### src/rtl/pwr_status_pkg.sv
package pwr_status_pkg;

  // ****************************************
  // Register map and field layout
  // ****************************************
  // Register indices (sub-addresses), a free choice for the block
  localparam logic [7:0] REG_HELD_STATUS   = 8'h10;
  localparam logic [7:0] REG_LIVE_STATUS   = 8'h11;
  localparam logic [7:0] REG_PG_PIN_MASK   = 8'h12;
  localparam logic [7:0] REG_IRQ_STATUS    = 8'h13;
  localparam logic [7:0] REG_IRQ_PIN_MASK  = 8'h14;
  localparam logic [7:0] REG_AUX_CONTROL   = 8'h15;
  localparam logic [7:0] REG_CONTROL       = 8'h16;
  localparam logic [7:0] REG_STEP_DOWN1    = 8'h17;
  localparam logic [7:0] REG_CLEAR_IRQ     = 8'h18;
  localparam logic [7:0] REG_HARD_RESET    = 8'h19;

  // Reset values and valid-bit masks
  localparam logic [7:0] PG_PIN_MASK_RST   = 8'hef;
  localparam logic [7:0] PG_PIN_MASK_VALID = 8'hef;
  localparam logic [7:0] IRQ_PIN_MASK_RST  = 8'h00;
  localparam logic [7:0] IRQ_PIN_MASK_VALID = 8'h7d;
  localparam logic [7:0] AUX_CONTROL_RST   = 8'h00;
  localparam logic [7:0] AUX_CONTROL_VALID = 8'h1f;
  localparam logic [7:0] CONTROL_RST       = 8'h00;
  localparam logic [7:0] STEP_DOWN1_RST    = 8'h00;

  // Field positions
  localparam int IRQ_BIT_BUTTON   = 0;
  localparam int IRQ_BIT_HARD_RST = 1;
  localparam int IRQ_BIT_PG_TMO   = 2;
  localparam int IRQ_BIT_UV_WARN  = 3;
  localparam int IRQ_BIT_UV_STBY  = 4;
  localparam int IRQ_BIT_OT_WARN  = 5;
  localparam int IRQ_BIT_OT_STBY  = 6;
  localparam int CTRL_BIT_HR_TIME = 6;
  localparam int CTRL_BIT_SW_MODE = 5;
  localparam int SD1_BIT_ENABLE   = 7;
  localparam int AUX_BIT_KEEP     = 0;
  localparam int AUX_BIT_SOFT     = 1;
  localparam int AUX_BIT_ENABLE   = 2;
  localparam int AUX_VSEL_LO      = 3;
  localparam int ALWAYS_ALIVE_IDX = 4;

  // ****************************************
  // Timing
  // ****************************************
  localparam longint CLK_HZ         = 125000000;
  localparam longint PG_HOLD_US     = 1000;
  localparam longint PG_PERSIST_US  = 20000;
  localparam longint BUTTON_CLR_US  = 50000;
  localparam longint STATE_TIMER_US = 1000000;
  localparam longint HR_LONG_S      = 10;
  localparam longint HR_SHORT_S     = 5;
  // Holds are least times: round up
  localparam longint PG_HOLD_CYC    = (PG_HOLD_US * CLK_HZ + 999999) / 1000000;
  localparam longint PG_PERSIST_CYC = (PG_PERSIST_US * CLK_HZ + 999999) / 1000000;
  localparam longint BUTTON_CLR_CYC = (BUTTON_CLR_US * CLK_HZ + 999999) / 1000000;
  localparam longint STATE_TIMER_CYC = (STATE_TIMER_US * CLK_HZ + 999999) / 1000000;
  localparam longint HR_LONG_CYC    = HR_LONG_S * CLK_HZ;
  localparam longint HR_SHORT_CYC   = HR_SHORT_S * CLK_HZ;

  // ****************************************
  // Types
  // ****************************************
  typedef enum logic [4:0] {
    ST_RUN       = 5'b00001,
    ST_HR_TIMER  = 5'b00010,
    ST_FULL_RST  = 5'b00100,
    ST_SB_TIMER  = 5'b01000,
    ST_STANDBY   = 5'b10000
  } ctrl_state_t;

  typedef struct packed {
    logic       wr_strobe;
    logic       rd_strobe;
    logic [7:0] addr;
    logic [7:0] wdata;
  } reg_req_t;

  typedef struct packed {
    logic uv_warn;
    logic uv_fault;
    logic ot_warn;
    logic ot_fault;
  } fault_in_t;

endpackage : pwr_status_pkg

### src/rtl/power_status_irq_hard_reset.sv
// Operation
// - Held and live power-good status copies
// - Status bits map bucks then linear regulators
// - Pin mask defaults pass, zero blocks pin
// - Pin mask never hides status bits
// - Faults and persistent power-good latch interrupt
// - Clear command or 50ms button releases interrupt
// - Interrupt status bit assignment fixed
// - Interrupt mask defaults pass, one blocks
// - Masked sources still set status bits
// - Masked faults still drive state controller
// - Clear access clears latched status bits
// - Hard reset keeps interrupt state intact
// - Reset out low on undervolt or hard reset timer
// - Button hold or command starts hard reset
// - Control bit six selects 10s or 5s
// - Hard reset restores command register defaults
// - Hard reset: one-second timer, then full reset
// - Fault: one-second timer, then standby
// - Power-down sequence runs in that second
// - Enable pin and bit enable termination pair
// - Auxiliary regulator control fields
// - Serial supply loss restores command register defaults
// - Power-good error over 20ms sets bit two
module power_status_irq_hard_reset
  import pwr_status_pkg::*;
#(
  parameter longint PG_HOLD_CYCLES    = PG_HOLD_CYC,
  parameter longint PG_PERSIST_CYCLES = PG_PERSIST_CYC,
  parameter longint BUTTON_CLR_CYCLES = BUTTON_CLR_CYC,
  parameter longint STATE_CYCLES      = STATE_TIMER_CYC,
  parameter longint HR_LONG_CYCLES    = HR_LONG_CYC,
  parameter longint HR_SHORT_CYCLES   = HR_SHORT_CYC
)
(
  input  wire logic        ref_clk_in,              // 125 MHz clock
  input  wire logic        reset_n_in,              // Async reset, active low
  input  wire reg_req_t    reg_req_in,              // Decoded register access
  output logic [7:0]       reg_rdata_out,           // Read data, registered
  input  wire logic [7:0]  pg_low_in,               // Per-regulator output low
  input  wire logic [7:0]  reg_enabled_in,          // Per-regulator enabled
  input  wire fault_in_t   fault_in,                // Supply and thermal flags
  input  wire logic        button_n_in,             // Pushbutton, low active
  input  wire logic        always_alive_low_in,     // Always-alive 8% low
  input  wire logic        serial_supply_low_in,    // Serial supply under 1V
  input  wire logic        step_down1_enable_pin_in, // Step-down 1 enable pin
  input  wire logic        seq_done_in,             // Power-down sequence done
  output logic             irq_n_out,               // Interrupt, low active
  output logic             power_ok_pin_oe_out,     // Drive power-ok pin low
  output logic             reset_out_n,             // Reset output, low active
  output logic             run_seq_down_out,        // Execute power-down sequence
  output logic             term_ref_en_out,         // Termination ref enable
  output logic             step_down1_en_out,       // Step-down 1 enable
  output logic [7:0]       aux_regulator_control_out, // Auxiliary regulator fields
  output logic [1:0]       state_out                // 0 run, 1 timer, 2 full, 3 stby
);

  // ****************************************
  // State
  // ****************************************
  typedef struct packed {
    ctrl_state_t  state;
    logic [31:0]  state_cnt;
    logic [31:0]  button_cnt;
    logic [31:0]  hr_cnt;
    logic         hr_fired;
    logic [7:0]   held_status;
    logic [7:0]   live_status;
    logic [7:0]   pg_mask;
    logic [7:0]   irq_status;
    logic [7:0]   irq_mask;
    logic [7:0]   aux_ctrl;
    logic [7:0]   control;
    logic [7:0]   step_down1;
    logic [7:0]   rdata;
    logic         irq_latched;
    // Counters sized for the full-length timers
    logic [7:0][20:0] hold_cnt;
    logic [7:0][21:0] persist_cnt;
    logic [7:0]   persist_done;
  } core_t;

  // Whole module state in one struct
  core_t core_reg;
  core_t core_next;

  // Count compare helper
  // Counters start at zero, so lim - 1 is the last count
  function automatic logic reached(input logic [31:0] cnt, input longint lim);
    reached = (longint'(cnt) >= lim - 1);
  endfunction : reached

  // Per-cycle decode and event strobes
  logic clr_access;
  logic hr_cmd;
  logic hr_hold_lim_hit;
  logic [7:0] irq_set;
  logic [7:0] persist_new;
  logic button_clear;
  logic cmd_defaults;

  // ****************************************
  // Next-state logic
  // ****************************************
  always_comb
  begin
    // Every field holds unless set below
    core_next = core_reg;
    // Any read or write of the clear command counts
    clr_access = (reg_req_in.wr_strobe || reg_req_in.rd_strobe) &&
                 (reg_req_in.addr == REG_CLEAR_IRQ);
    hr_cmd = reg_req_in.wr_strobe && (reg_req_in.addr == REG_HARD_RESET);
    // Strobes last one cycle
    persist_new = 8'h00;
    irq_set = 8'h00;

    for (int i = 0; i < 8; i++)
    begin
      core_next.live_status[i] = ~pg_low_in[i];
      // Any low cycle restarts the hold time
      if (pg_low_in[i])
      begin
        core_next.held_status[i] = 1'b0;
        core_next.hold_cnt[i] = 21'h000000;
      end
      else if (!core_reg.held_status[i])
      begin
        if (longint'(core_reg.hold_cnt[i]) >= PG_HOLD_CYCLES - 1)
          core_next.held_status[i] = 1'b1;
        else
          core_next.hold_cnt[i] = core_reg.hold_cnt[i] + 21'h000001;
      end
      // Disabled regulators never count as a fault
      // persistence filter
      if (pg_low_in[i] && reg_enabled_in[i])
      begin
        // Event strobes once per fault episode
        if (longint'(core_reg.persist_cnt[i]) >= PG_PERSIST_CYCLES)
        begin
          core_next.persist_done[i] = 1'b1;
          persist_new[i] = ~core_reg.persist_done[i];
        end
        else
          core_next.persist_cnt[i] = core_reg.persist_cnt[i] + 22'h000001;
      end
      else
      begin
        core_next.persist_cnt[i] = 22'h000000;
        core_next.persist_done[i] = 1'b0;
      end
    end

    // Button low timers
    // Counter saturates, so the release strobes
    // only once per press
    button_clear = 1'b0;
    if (!button_n_in)
    begin
      if (!reached(core_reg.button_cnt, BUTTON_CLR_CYCLES))
        core_next.button_cnt = core_reg.button_cnt + 32'h00000001;
      button_clear = reached(core_reg.button_cnt, BUTTON_CLR_CYCLES) &&
                     !reached(core_reg.button_cnt, BUTTON_CLR_CYCLES + 1);
      if (longint'(core_reg.button_cnt) == BUTTON_CLR_CYCLES - 1)
        core_next.button_cnt = core_reg.button_cnt + 32'h00000001;
    end
    else
      core_next.button_cnt = 32'h00000000;

    // hold time select
    // Fired flag stops a second hard reset per press
    hr_hold_lim_hit = 1'b0;
    if (!button_n_in && !core_reg.hr_fired)
    begin
      core_next.hr_cnt = core_reg.hr_cnt + 32'h00000001;
      if (core_reg.control[CTRL_BIT_HR_TIME])
        hr_hold_lim_hit = reached(core_reg.hr_cnt, HR_SHORT_CYCLES);
      else
        hr_hold_lim_hit = reached(core_reg.hr_cnt, HR_LONG_CYCLES);
      if (hr_hold_lim_hit)
        core_next.hr_fired = 1'b1;
    end
    else if (button_n_in)
    begin
      core_next.hr_cnt = 32'h00000000;
      core_next.hr_fired = 1'b0;
    end

    // Faults are levels; each high cycle sets again
    // status bit sources
    irq_set[IRQ_BIT_PG_TMO]  = |persist_new;
    irq_set[IRQ_BIT_UV_WARN] = fault_in.uv_warn;
    irq_set[IRQ_BIT_UV_STBY] = fault_in.uv_fault;
    irq_set[IRQ_BIT_OT_WARN] = fault_in.ot_warn;
    irq_set[IRQ_BIT_OT_STBY] = fault_in.ot_fault;
    irq_set[IRQ_BIT_HARD_RST] = (hr_cmd || hr_hold_lim_hit) &&
                                (core_reg.state == ST_RUN);

    if (clr_access || button_clear)
      core_next.irq_status[6:1] = irq_set[6:1];
    else
      core_next.irq_status[6:1] = core_reg.irq_status[6:1] | irq_set[6:1];
    // Bit 0 follows the button live, bit 7 unused
    core_next.irq_status[IRQ_BIT_BUTTON] = ~button_n_in;
    core_next.irq_status[7] = 1'b0;

    // Hard reset bit has no mask and never pulls the pin
    // latch interrupt
    if (clr_access || button_clear)
      core_next.irq_latched = |(irq_set & ~core_reg.irq_mask & IRQ_PIN_MASK_VALID);
    else
      core_next.irq_latched = core_reg.irq_latched |
                              |(irq_set & ~core_reg.irq_mask & IRQ_PIN_MASK_VALID);

    // Register writes
    // Unmapped and read-only addresses are ignored
    if (reg_req_in.wr_strobe)
    begin
      if (reg_req_in.addr == REG_PG_PIN_MASK)
        core_next.pg_mask = reg_req_in.wdata & PG_PIN_MASK_VALID;
      else if (reg_req_in.addr == REG_IRQ_PIN_MASK)
        core_next.irq_mask = reg_req_in.wdata & IRQ_PIN_MASK_VALID;
      else if (reg_req_in.addr == REG_AUX_CONTROL)
        core_next.aux_ctrl = reg_req_in.wdata & AUX_CONTROL_VALID;
      else if (reg_req_in.addr == REG_CONTROL)
        core_next.control = reg_req_in.wdata;
      else if (reg_req_in.addr == REG_STEP_DOWN1)
        core_next.step_down1 = reg_req_in.wdata;
    end

    // Read mux, unmapped reads zero
    // Data follows the address of the previous cycle
    if (reg_req_in.addr == REG_HELD_STATUS)
      core_next.rdata = core_reg.held_status;
    else if (reg_req_in.addr == REG_LIVE_STATUS)
      core_next.rdata = core_reg.live_status;
    else if (reg_req_in.addr == REG_PG_PIN_MASK)
      core_next.rdata = core_reg.pg_mask;
    else if (reg_req_in.addr == REG_IRQ_STATUS)
      core_next.rdata = core_reg.irq_status;
    else if (reg_req_in.addr == REG_IRQ_PIN_MASK)
      core_next.rdata = core_reg.irq_mask;
    else if (reg_req_in.addr == REG_AUX_CONTROL)
      core_next.rdata = core_reg.aux_ctrl;
    else if (reg_req_in.addr == REG_CONTROL)
      core_next.rdata = core_reg.control;
    else if (reg_req_in.addr == REG_STEP_DOWN1)
      core_next.rdata = core_reg.step_down1;
    else
      core_next.rdata = 8'h00;

    // State controller
    // Hard reset wins over a fault in the same cycle
    // faults act despite mask
    cmd_defaults = 1'b0;
    case (core_reg.state)
      ST_RUN:
      begin
        core_next.state_cnt = 32'h00000000;
        if (hr_cmd || hr_hold_lim_hit)
          core_next.state = ST_HR_TIMER;
        else if (fault_in.uv_fault || fault_in.ot_fault)
          core_next.state = ST_SB_TIMER;
      end
      ST_HR_TIMER:
      begin
        core_next.state_cnt = core_reg.state_cnt + 32'h00000001;
        if (reached(core_reg.state_cnt, STATE_CYCLES))
          core_next.state = ST_FULL_RST;
      end
      ST_SB_TIMER:
      begin
        core_next.state_cnt = core_reg.state_cnt + 32'h00000001;
        if (reached(core_reg.state_cnt, STATE_CYCLES))
          core_next.state = ST_STANDBY;
      end
      ST_FULL_RST:
      begin
        // Run again only after the button is released
        core_next.state_cnt = 32'h00000000;
        if (button_n_in)
          core_next.state = ST_RUN;
      end
      ST_STANDBY:
      begin
        // Leave standby once both faults are gone
        core_next.state_cnt = 32'h00000000;
        if (!fault_in.uv_fault && !fault_in.ot_fault)
          core_next.state = ST_RUN;
      end
      default:
        core_next.state = ST_RUN;
    endcase

    cmd_defaults = (core_reg.state == ST_FULL_RST) || serial_supply_low_in;
    // Software mode drops so the pins rule at next power-on
    if (core_reg.state == ST_SB_TIMER)
      core_next.control[CTRL_BIT_SW_MODE] = 1'b0;
    if (cmd_defaults)
    begin
      core_next.pg_mask    = PG_PIN_MASK_RST;
      core_next.irq_mask   = IRQ_PIN_MASK_RST;
      core_next.aux_ctrl   = AUX_CONTROL_RST;
      core_next.control    = CONTROL_RST;
      core_next.step_down1 = STEP_DOWN1_RST;
    end
  end

  // ****************************************
  // Registers
  // ****************************************
  always_ff @(posedge ref_clk_in or negedge reset_n_in)
  begin
    if (!reset_n_in)
    begin
      core_reg <= '0;
      core_reg.state <= ST_RUN;
      // Status copies come up as all good
      core_reg.held_status <= 8'hff;
      core_reg.live_status <= 8'hff;
      core_reg.pg_mask <= PG_PIN_MASK_RST;
      core_reg.irq_mask <= IRQ_PIN_MASK_RST;
      core_reg.aux_ctrl <= AUX_CONTROL_RST;
      core_reg.control <= CONTROL_RST;
      core_reg.step_down1 <= STEP_DOWN1_RST;
    end
    else
      core_reg <= core_next;
  end

  // ****************************************
  // Outputs
  // ****************************************
  assign reg_rdata_out = core_reg.rdata;
  // Interrupt pin low while the latch is set
  assign irq_n_out = ~core_reg.irq_latched;
  // Pulled on a passed low status or with nothing enabled
  // pass on one
  assign power_ok_pin_oe_out = |(~core_reg.held_status & core_reg.pg_mask &
                                 PG_PIN_MASK_VALID) || ~|reg_enabled_in;
  assign reset_out_n = ~(always_alive_low_in || (core_reg.state == ST_HR_TIMER));
  assign run_seq_down_out = (core_reg.state == ST_SB_TIMER) && !seq_done_in;
  assign step_down1_en_out = step_down1_enable_pin_in || core_reg.step_down1[SD1_BIT_ENABLE];
  // Termination reference shares the step-down enable
  assign term_ref_en_out = step_down1_en_out;
  assign aux_regulator_control_out = core_reg.aux_ctrl;
  // Both timer states report as one code
  assign state_out = (core_reg.state == ST_RUN) ? 2'd0 :
                     (core_reg.state == ST_FULL_RST) ? 2'd2 :
                     (core_reg.state == ST_STANDBY) ? 2'd3 : 2'd1;

endmodule : power_status_irq_hard_reset

### config.mk
export PLATFORM = sky130hd
export DESIGN_NAME = power_status_irq_hard_reset
export DESIGN_NICKNAME = d
export VERILOG_FILES = /design/src/rtl/pwr_status_pkg.sv /design/src/rtl/power_status_irq_hard_reset.sv
export SDC_FILE = /design/constraint.sdc
export NUM_CORES = 1
export LEC_CHECK = 0
export BUFFER_PORTS_ARGS = -buffer_cell sky130_fd_sc_hd__buf_2
export CAP_MARGIN = 10
export CELL_PAD_IN_SITES_DETAIL_PLACEMENT = 1
export CELL_PAD_IN_SITES_GLOBAL_PLACEMENT = 2
export CORE_UTILIZATION = 37
export DETAILED_ROUTE_END_ITERATION = 10
export PLACE_DENSITY_LB_ADDON = 0.2
export SYNTH_ARGS = -nofsm -noshare
export SYNTH_HDL_FRONTEND = slang
export SYNTH_SLANG_ARGS = --single-unit
### constraint.sdc
create_clock -name ref_clk_in -period 2.3 [get_ports ref_clk_in]
set_clock_uncertainty 0.2 [all_clocks]
set_input_delay 0.46 -clock ref_clk_in [delete_from_list [all_inputs] [get_ports ref_clk_in]]
set_output_delay 0.46 -clock ref_clk_in [all_outputs]
set_load 0.005 [all_outputs]
# Word-level counts from Yosys, hierarchy flattened
# Cells that the tools add are included.
dict set report classes {
  add_sub_neg 19
  magnitude_cmp 21
  eq_ne 62
  n_mux 141
  n_bitwise 25
  reduce_logical 62
}
# cell count
set op_table {}
lappend op_table {{21-bit 2-to-1 mux} 24}
lappend op_table {{22-bit 2-to-1 mux} 16}
lappend op_table {{32-bit 2-to-1 mux} 6}
lappend op_table {{22-bit by 1-bit adder with 22-bit output, second input constant} 8}
lappend op_table {{22-bit >= comparator, second input constant} 8}
lappend op_table {{21-bit by 1-bit adder with 21-bit output, second input constant} 8}
lappend op_table {{21-bit by 17-bit >= comparator with 1-bit output, second input constant} 8}
lappend op_table {{8-bit 2-to-1 mux} 16}
lappend op_table {{32-bit by 1-bit adder with 32-bit output, second input constant} 3}
lappend op_table {{8-bit by 5-bit == test with 1-bit output, second input constant} 10}
lappend op_table {{33-bit 2-to-1 mux} 2}
lappend op_table {{32-bit by 23-bit >= comparator with 1-bit output, second input constant} 2}
lappend op_table {{2-bit != test, second input constant} 32}
lappend op_table {{32-bit one-hot mux with 2 select lines} 1}
lappend op_table {{1-bit 2-to-1 mux} 63}
lappend op_table {{32-bit by 24-bit == test with 1-bit output, second input constant} 1}
lappend op_table {{32-bit by 27-bit >= comparator with 1-bit output, second input constant} 1}
lappend op_table {{32-bit by 30-bit >= comparator with 1-bit output, second input constant} 1}
lappend op_table {{32-bit by 31-bit >= comparator with 1-bit output, second input constant} 1}
lappend op_table {{5-bit 2-to-1 mux} 6}
lappend op_table {{5-bit one-hot mux with 5 select lines} 1}
lappend op_table {{24-bit 2-to-1 mux} 1}
lappend op_table {{2-bit AND reduction} 10}
lappend op_table {{1-bit NOT} 19}
lappend op_table {{other kinds (30)} 82}
dict set report totals {
  register_bits 526
  inputBits 45
  word_cells 370
}

# Logic depth before layout (Yosys ltp)
# Gate-level depths: netlist of the first run.
dict set report logic_depth {
  depth_word 10
  depth_mapped 9
}

# Worst setup path after synthesis of the first run
# No wires, ideal clock.
dict set report synth_path {
  path_type {flip-flop to flip-flop}
  startpoint {register core_reg[522] (netlist bit)}
  endpoint {register core_reg[367] (netlist bit)}
  arrival_ns 2.170
  required_ns 1.964
  slack_ns -0.206
  path_stages_with_launch 9
  period_less_slack_ns 2.506
  cell_sequence {dfstp_2 -> clkbuf_1 -> or3_1 -> nor2_1 -> or2_2 -> clkbuf_1 -> a31oi_1 -> clkbuf_1 -> o21ai_0}
}
dict set report synth_via {
  elab_chain_cells 4
  word_cells_on_any_way 10
  cone_classes {eq/ne (5); mux (1); reduce/logical (4)}
}
# element line_no
set synth_lines {}
lappend synth_lines {{from (decl)} power_status_irq_hard_reset.sv:84} ;# core_t core_reg;
lappend synth_lines {{from (signal assigned)} power_status_irq_hard_reset.sv:327} ;# core_reg <= core_next;
lappend synth_lines {{5-bit by 3-bit == test with 1-bit output *} power_status_irq_hard_reset.sv:294} ;# cmd_defaults = (core_reg.state == ST_FULL_RST) || serial_supply_low_in;
lappend synth_lines {{1-bit logical OR *} power_status_irq_hard_reset.sv:294}
lappend synth_lines {{2-bit != test (no source line) / 2-bit nonzero test (equally long branches)} --}
lappend synth_lines {{6-bit AND reduction (no source line)} --}
# Mark *: on every way between the ends. The rest lies on a longest branch, timed or not.
# A chain may end at the register's enable or synchronous reset.

# Worst setup path after layout of the first run
dict set report layout_path {
  startpoint {register core_reg[465] (netlist bit)}
  endpoint {register core_reg[465] (netlist bit)}
}
dict set report layout_via {
  elab_chain_cells 4
  word_cells_on_any_way 7
  cone_classes {add/sub (1); order compare (1); eq/ne (2); mux (3)}
}
# element line_no
set layout_lines {}
lappend layout_lines {{32-bit by 1-bit adder with 32-bit output} {power_status_irq_hard_reset.sv:160, power_status_irq_hard_reset.sv:164}}
lappend layout_lines {{32-bit 2-to-1 mux} power_status_irq_hard_reset.sv:159} ;# if (!reached(core_reg.button_cnt, BUTTON_CLR_CYCLES))
lappend layout_lines {{32-bit 2-to-1 mux} power_status_irq_hard_reset.sv:163} ;# if (longint'(core_reg.button_cnt) == BUTTON_CLR_CYCLES - 1)
lappend layout_lines {{32-bit 2-to-1 mux} power_status_irq_hard_reset.sv:157} ;# if (!button_n_in)
# Several ways; a longest one is shown, not always the timed one. The select of a mux whose other input is x is not followed.

==> results.md, run 1 <==
- Register area share after synthesis: 48.00%
- Initial Util: 37.69%
- Worst ir drop on vdd: 0.6077 mV
- Post-Syn Instances: 2929
- Final setup violation count: 79
- Routed vias/inst: 5.470
- Clock Tree Root: clkbuf_16
- Full die area: 74520 µm²
- Yosys warns: 0
- Clock Pin Slew Worst Setup and Hold Paths: 60 ps
- First-pass GRT wire length: 137.4 mm
- Failing checks: negative setup slack
- Most used cell, CP: or4_4
- Share of cells above drive strength 1: 28.56%
- Antenna violations before repair: 5
- Drt first pass iters: 5
- Critical path type: register to register
- CTS HTree Levels: 3
- Final Max Slew Viols: 0
- Routed length per instance: 19.37 µm
- Pre-CTS setup slack: -391.9 ps
- CP Launch Type: register
- Crit. End Element: register
- Synth Cell Area: 27170 µm²
- Number of global-route vias before repair: 25780
- RSZ-0062 raised after global routing: true
- CTS tree: built
- Synth unique cells: 93
- Crit path largest cell delay: 560 ps
- Detail Placement HPWL: 58.48 mm
- # rows: 98
- TNS Setup: -6684 ps
- CP arrival: 2870 ps
- Vias: 24080
- Bufs on Longest Clock Path: 3
- CP Depth: 7
- Final hold violation count: 0
- Fraction of registers with async set/reset: 100.0%
- Global Route Usage Sum: 22.55%
- Synthesized flop and latch total: 520
- Die Width: 273.0 µm
- Worst slew margin: 51.48%
- Max FO, Critical Path: 8
- DRC viols: 0
- Reg2reg path depth: 7
- WP data required: 2610 ps
- Placer Congestion: 0.8507
- Status: finished, violations left
- CTS buffer count: 66
- Sinks on Clock Net: 520
- Total power after layout: 0.02245 W
- Fmax: 0.3904 GHz
- Final net count: 3476
- Largest net degree at the start of global routing: 80
- IO Count: 69
- Delay-heaviest family, CP: simple AND/OR/NAND/NOR gates
- Worst path bufs/invs: 1
- Syn-to-layout area delta: 33.94%
- Clk Latency, worst-skew pair: 610 ps
- Hold Path Stages: 3
- Total congestion overflow: 0
- Final worst-path cycle share: 111.4%
- Core Util, Final: 50.48%
- CP cell instances: or4_4 -> or3_4 -> o2111ai_4 -> a21oi_4 -> buf_12 -> or4_4 -> a21oi_1
- Final hold slack: 74.03 ps
- Leakage Power: 15.15 nW
- Post-route ant nets: 0
- Post-Syn Area per Cell: 9.277 µm²
- Slowest stage cell, crit path: or4_4
- Worst-Margin Slew: 727.0 ps
- Period minus WS final: 2562 ps
- Setup WS post-layout: -261.6 ps
- Pwr/cell area: 616.9 nW/µm²
- Fillcell total: 8011
- Number of synthesized flops with an enable pin: 0
- Largest register FFs: 507
- Routed wire length: 85.27 mm
- Chip Height: 273.0 µm
- Core Box Area: 72100 µm²
- DRT iter0 DRCs: 948
- Max Cap Viol: 0
- Port bufs: 65
- HP Class: input pin to register
- Top_reg_cell synth: dfrtp_1
-- repair_timing --
| action | CTS | global route |
|---|---|---|
| pin swaps | 133 | 122 |
| hold buffers | 14 | 0 |
| hold endpoints to repair | 315 | 0 |
| setup buffers | 43 | 33 |
| endpoints found under the setup margin | 192 | 253 |
| gates cloned | 4 | 1 |
| gates resized for setup | 178 | 260 |
-- through the flow --
step | cells | instance area (µm²)
floorplan | 2931 | 27440
global placement | 4198 | 31380
detailed placement | 4198 | 31380
CTS | 4375 | 34990
global route | 4402 | 36390
finish | 4403 | 36390
-- power breakdown --
part / total, W / switching [W] / internal, W / leakage, nW
logic: 0.00209 / 0.00132 / 0.000776 / 6.92
registers: 0.00944 / 0.000147 / 0.00929 / 7.10
clock network: 0.0109 / 0.00410 / 0.00681 / 1.13
total: 0.0225 / 0.00557 / 0.0169 / 15.1
-- routing by layer --
layer  vias to the layer above  global-route usage [%]  share of wire, %
met3                       126                   3.172               3.0
li1                      11360                       -                 -
met4                         6                   7.307               2.8
met2                       301                   37.93                49
met1                     12290                   29.82                45
met5                         -                       0             0.053
-- cell usage in the layout (no fill, tap or decap), drive strengths merged, types with 19 or more instances in the layout --
cell type	instances
and2	31
o211ai	22
xor2	98
a21oi	172
nand3	147
dfstp	24
and3	51
nor2b	55
or4	34
nor4	53
dfrtp	496
o31ai	26
a211oi	26
or2	19
xnor2	143
buf	510
nand4	95
nor3	78
nand2	216
o21a	20
or3	86
mux2i	34
o21ai	124
clkbuf	99
inv	105
nor2	393
ha	28
and4	31
-- worst reg2reg max path: stages, from the launching register on --
cell,delay [ps]
dfrtp_1,370
or4_4,560
or3_4,360
o2111ai_4,130
a21oi_4,130
buf_12,170
or4_4,410
a21oi_1,150
-- synthesized netlist by cell type (all sizes together), types with 6 or more instances --
library cell / n / share of area, %
a2111oi: 17 / 0.63
a211oi: 26 / 0.74
a21boi: 13 / 0.36
a21o: 7 / 0.19
a21oi: 172 / 3.2
a31oi: 16 / 0.37
and2: 31 / 0.71
and3: 51 / 1.2
and4: 31 / 1.0
buf: 31 / 0.70
clkbuf: 91 / 1.3
dfrtp: 496 / 46
dfstp: 24 / 2.3
ha: 28 / 1.3
inv: 104 / 1.4
mux2: 6 / 0.25
mux2i: 34 / 1.3
nand2: 216 / 3.0
nand2b: 14 / 0.32
nand3: 147 / 2.7
nand3b: 6 / 0.17
nand4: 95 / 2.2
nand4b: 8 / 0.26
nor2: 393 / 5.5
nor2b: 55 / 1.3
nor3: 78 / 1.5
nor3b: 8 / 0.24
nor4: 53 / 1.2
nor4b: 12 / 0.39
o211ai: 22 / 0.63
o21a: 20 / 0.55
o21ai: 124 / 2.3
o22ai: 7 / 0.16
o31a: 8 / 0.26
o31ai: 26 / 0.77
or2: 19 / 0.44
or3: 86 / 2.0
or4: 34 / 0.94
or4b: 7 / 0.26
xnor2: 143 / 4.6
xor2: 98 / 3.2
-- cells by family after synthesis --
kind of cell	Yosys count	share of synthesized area (%)
xor+xnor	241	7.768
flops	520	48.00
other cells	1	0.01380
buf+inv	227	3.408
fa+ha+maj	28	1.289
compound gates	517	12.16
mux	45	1.916
simple gates	1350	25.45
-- final cells by class --
cell class	count	area [µm²]	share of cell area, %
Multi-Input combinational cell	2185	15240	41.87
Tap cell	950	1189	3.266
Inverter	105	394.1	1.083
Sequential cell	520	13050	35.86
Clock buffer	98	2008	5.518
Timing Repair Buffer	525	4237	11.64
Antenna cell	1	2.502	0.006876
Clock inverter	19	276.5	0.7598
-- path summary, 6_finish.rpt --
path	from	endpoint	slack, ps
setup reg to reg	core_reg[465]$_DFFE_PN0P_	core_reg[465]$_DFFE_PN0P_	-260
hold reg to reg	core_reg[363]$_DFFE_PN0P_	core_reg[363]$_DFFE_PN0P_	290
min in group asynchronous	reset_n_in	core_reg[340]$_DFFE_PN0P_	170
hold / removal	reg_req_in[9]	reg_rdata_out[5]$_DFF_PN0_	70
max in group asynchronous	reset_n_in	core_reg[125]$_DFFE_PN0P_	900
setup / recovery	core_reg[465]$_DFFE_PN0P_	core_reg[465]$_DFFE_PN0P_	-260
No activity file was read; power rests on OpenSTA's default activity.
==> inputs of run 2 (changes only) <==
CORE_UTILIZATION = 40   (was 37)
SETUP_SLACK_MARGIN = 0.4   (was not set)
clock period = 2.7 ns   (was 2.3 ns; I/O delays follow)
==> run 2 against run 1 <==
  * The flow now finishes without violations
  * Cell area shrank 3.2%
  * Sequential share of layout area grew 1.2 points
  * Via count shrank 2.6%
  * Global-route usage grew 0.26 points
  * Core utilization grew 2.0 points
  * Total power shrank 17%
  * Critical path depth shrank 1
  * Critical path type unchanged
==> results.md, run 2 (synthesized netlist as in run 1, its figures left out) <==
- Total congestion overflow: 0 (unchanged)
- Placer Congestion: 0.8393 (-1.3%)
- Delay-heaviest family, CP: simple AND/OR/NAND/NOR gates
- Reg2reg start: core_reg[465]$_DFFE_PN0P_
- Placed Area: 29230 µm² (-6.8%)
- Global Route Usage Sum: 22.81% (+0.26 points)
- Crit path largest cell delay: 550 ps (about the same)
- Full die area: 68970 µm² (-7.4%)
- Clock Tree Root: clkbuf_16
- Most common cell after layout, fill and taps aside: dfrtp_1
- Worst ir drop on vdd: 0.4119 mV (-32%)
- Largest register FFs: 507 (unchanged)
- Period minus WS final: 2584 ps (+22.24 ps)
- IO Count: 69 (unchanged)
- Worst setup path startpoint: core_reg[465]$_DFFE_PN0P_
- Met3 usage: 3.898% (+0.73 points)
- DRC viols: 0 (unchanged)
- Antenna violations before repair: 4 (-1)
- Final setup violation count: 0 (-100%)
- Routed wire length: 81.08 mm (-4.9%)
- Share of cells above drive strength 1: 26.79% (-1.8 points)
- DRT iter0 DRCs: 1157 (+22%)
- CP arrival: 2920 ps (+50 ps)
- Post-route ant nets: 0 (unchanged)
- HP Class: input pin to register
- CP Depth: 6 (-1)
- CTS tree: built
- Routed vias/inst: 5.629 (+2.9%)
- Syn-to-layout area delta: 29.70%
- Met1 GRT Util: 30.56% (+0.74 points)
- Core Util, Final: 52.48% (+2.0 points)
- Routed length per instance: 19.46 µm (+0.47%)
- WP data required: 3030 ps (+420 ps)
- Reg2reg path depth: 6 (-1)
- CP cell instances: or4_4 -> or3_4 -> o2111ai_4 -> a21oi_4 -> or4b_4 -> a21oi_2
- Initial Util: 40.46% (+2.8 points)
- Chip Height: 262.6 µm (-3.8%)
- Port bufs: 65 (unchanged)
- Max FO, Critical Path: 8 (unchanged)
- CP Launch Type: register
- Clock Pin Slew Worst Setup and Hold Paths: 60 ps (about the same)
- Pwr/cell area: 529.1 nW/µm² (-14%)
- Fmax: 0.3870 GHz (-0.86%)
- # rows: 95 (-3.1%)
- Busiest grt layer: met2
- Critical path type: register to register
- CTS HTree Levels: 3 (unchanged)
- RR Endpoint: core_reg[475]$_DFFE_PN0P_
- Status: completed
- Bufs on Longest Clock Path: 3 (unchanged)
- Most frequent cells in the layout: dfrtp_1, nor2_1, buf_4
- Largest net degree at the start of global routing: 63 (-21%)
- Worst-Margin Slew: 777.9 ps (+50.87 ps)
- Worst slew margin: 47.99% (-3.5 points)
- Worst Setup EP: core_reg[475]$_DFFE_PN0P_
- Detail Placement HPWL: 52.04 mm (-11%)
- Drt first pass iters: 6 (+1)
- Number of global-route vias before repair: 24660 (-4.4%)
- Final Max Slew Viols: 0 (unchanged)
- First-pass GRT wire length: 130.0 mm (-5.4%)
- Final net count: 3316 (-4.6%)
- Final worst-path cycle share: 95.70% (-16 points)
- Max Cap Viol: 0 (unchanged)
- Crit. End Element: register
- Die Width: 262.6 µm (-3.8%)
- Worst path bufs/invs: 0 (-1)
- Core Box Area: 67160 µm² (-6.9%)
- RSZ-0062 raised after global routing: true
- Clk Latency, worst-skew pair: 600 ps (about the same)
- Slowest stage cell, crit path: or4b_4
- Sinks on Clock Net: 520 (unchanged)
- CTS buffer count: 66 (unchanged)
- GR Util met2: 37.57% (-0.36 points)
- Leakage Power: 14.18 nW (-6.4%)
- Vias: 23460 (-2.6%)
- Final hold violation count: 0 (unchanged)
- Reg-to-reg slack, setup: 120 ps (+380 ps)
- Design area: 35240 µm² (-3.2%)
[run 2: layout make-up]
cell class | count | area [µm²]
fillers | 7394 | 31920
multi-input cells | 2187 | 15510
flip-flops and latches | 520 | 13070
repair buffers | 363 | 2992
clock buffers | 99 | 1999
well taps | 873 | 1092
inverters | 105 | 396.6
clock inverters | 18 | 175.2
diodes | 2 | 5.005
[run 2: stage by stage]
step	setup WS, ps	hold slack (ps)	power (W)	setup TNS [ps]	std cells
after floorplan	265.7	44.41	0.008798	0	2931
after global placement	21.78	259.6	0.009368	0	3856
after detailed placement	-27.22	270.8	0.009417	-44.73	3856
after CTS	73.24	3.362	0.01869	0	4075
after global routing	26.77	24.89	0.01933	0	4166
final	116.1	39.10	0.01865	0	4167
[run 2: worst min-delay path by stage]
stage | endpoint | depth (start not counted) | startpoint
final | core_reg[362]$_DFFE_PN0P_ | 3 | reg_req_in[1]
after CTS | core_reg[309]$_DFFE_PN0P_ | 2 | pg_low_in[5]
after global placement | core_reg[361]$_DFFE_PN0P_ | 2 | core_reg[361]$_DFFE_PN0P_
after detailed placement | core_reg[362]$_DFFE_PN0P_ | 2 | core_reg[362]$_DFFE_PN0P_
after floorplan | aux_regulator_control_out[0]$_DFFE_PN0P_ | 0 | reset_n_in
after global routing | core_reg[309]$_DFFE_PN0P_ | 2 | pg_low_in[5]
[run 2: timing repair]
item,CTS,global route
setup buffers,88,83
setup endpoints to repair,269,266
hold buffers,8,0
endpoints found under the hold margin,42,0
gates resized for setup,226,296
gates cloned,6,7
pin swaps,120,157
[run 2: power by group]
| group | switching, W | internal, W |
|---|---|---|
| Clock | 0.00344 | 0.00539 |
| Sequential | 0.000137 | 0.00792 |
| Combinational | 0.00110 | 0.000666 |
[run 2: metal layers]
metal  up-vias  share of wire, %
li1      11070                 -
met1     11960                45
met2       306                49
met3       123               3.3
met4         0               2.6
met5         -                 0
[run 2: worst register-to-register path: cells and delay by family (launching register included)]
kind	cells	cell delay, ps
flip-flops	1	420
AO/OA/AOI/OAI	3	450
AND/OR/NAND/NOR	3	1440
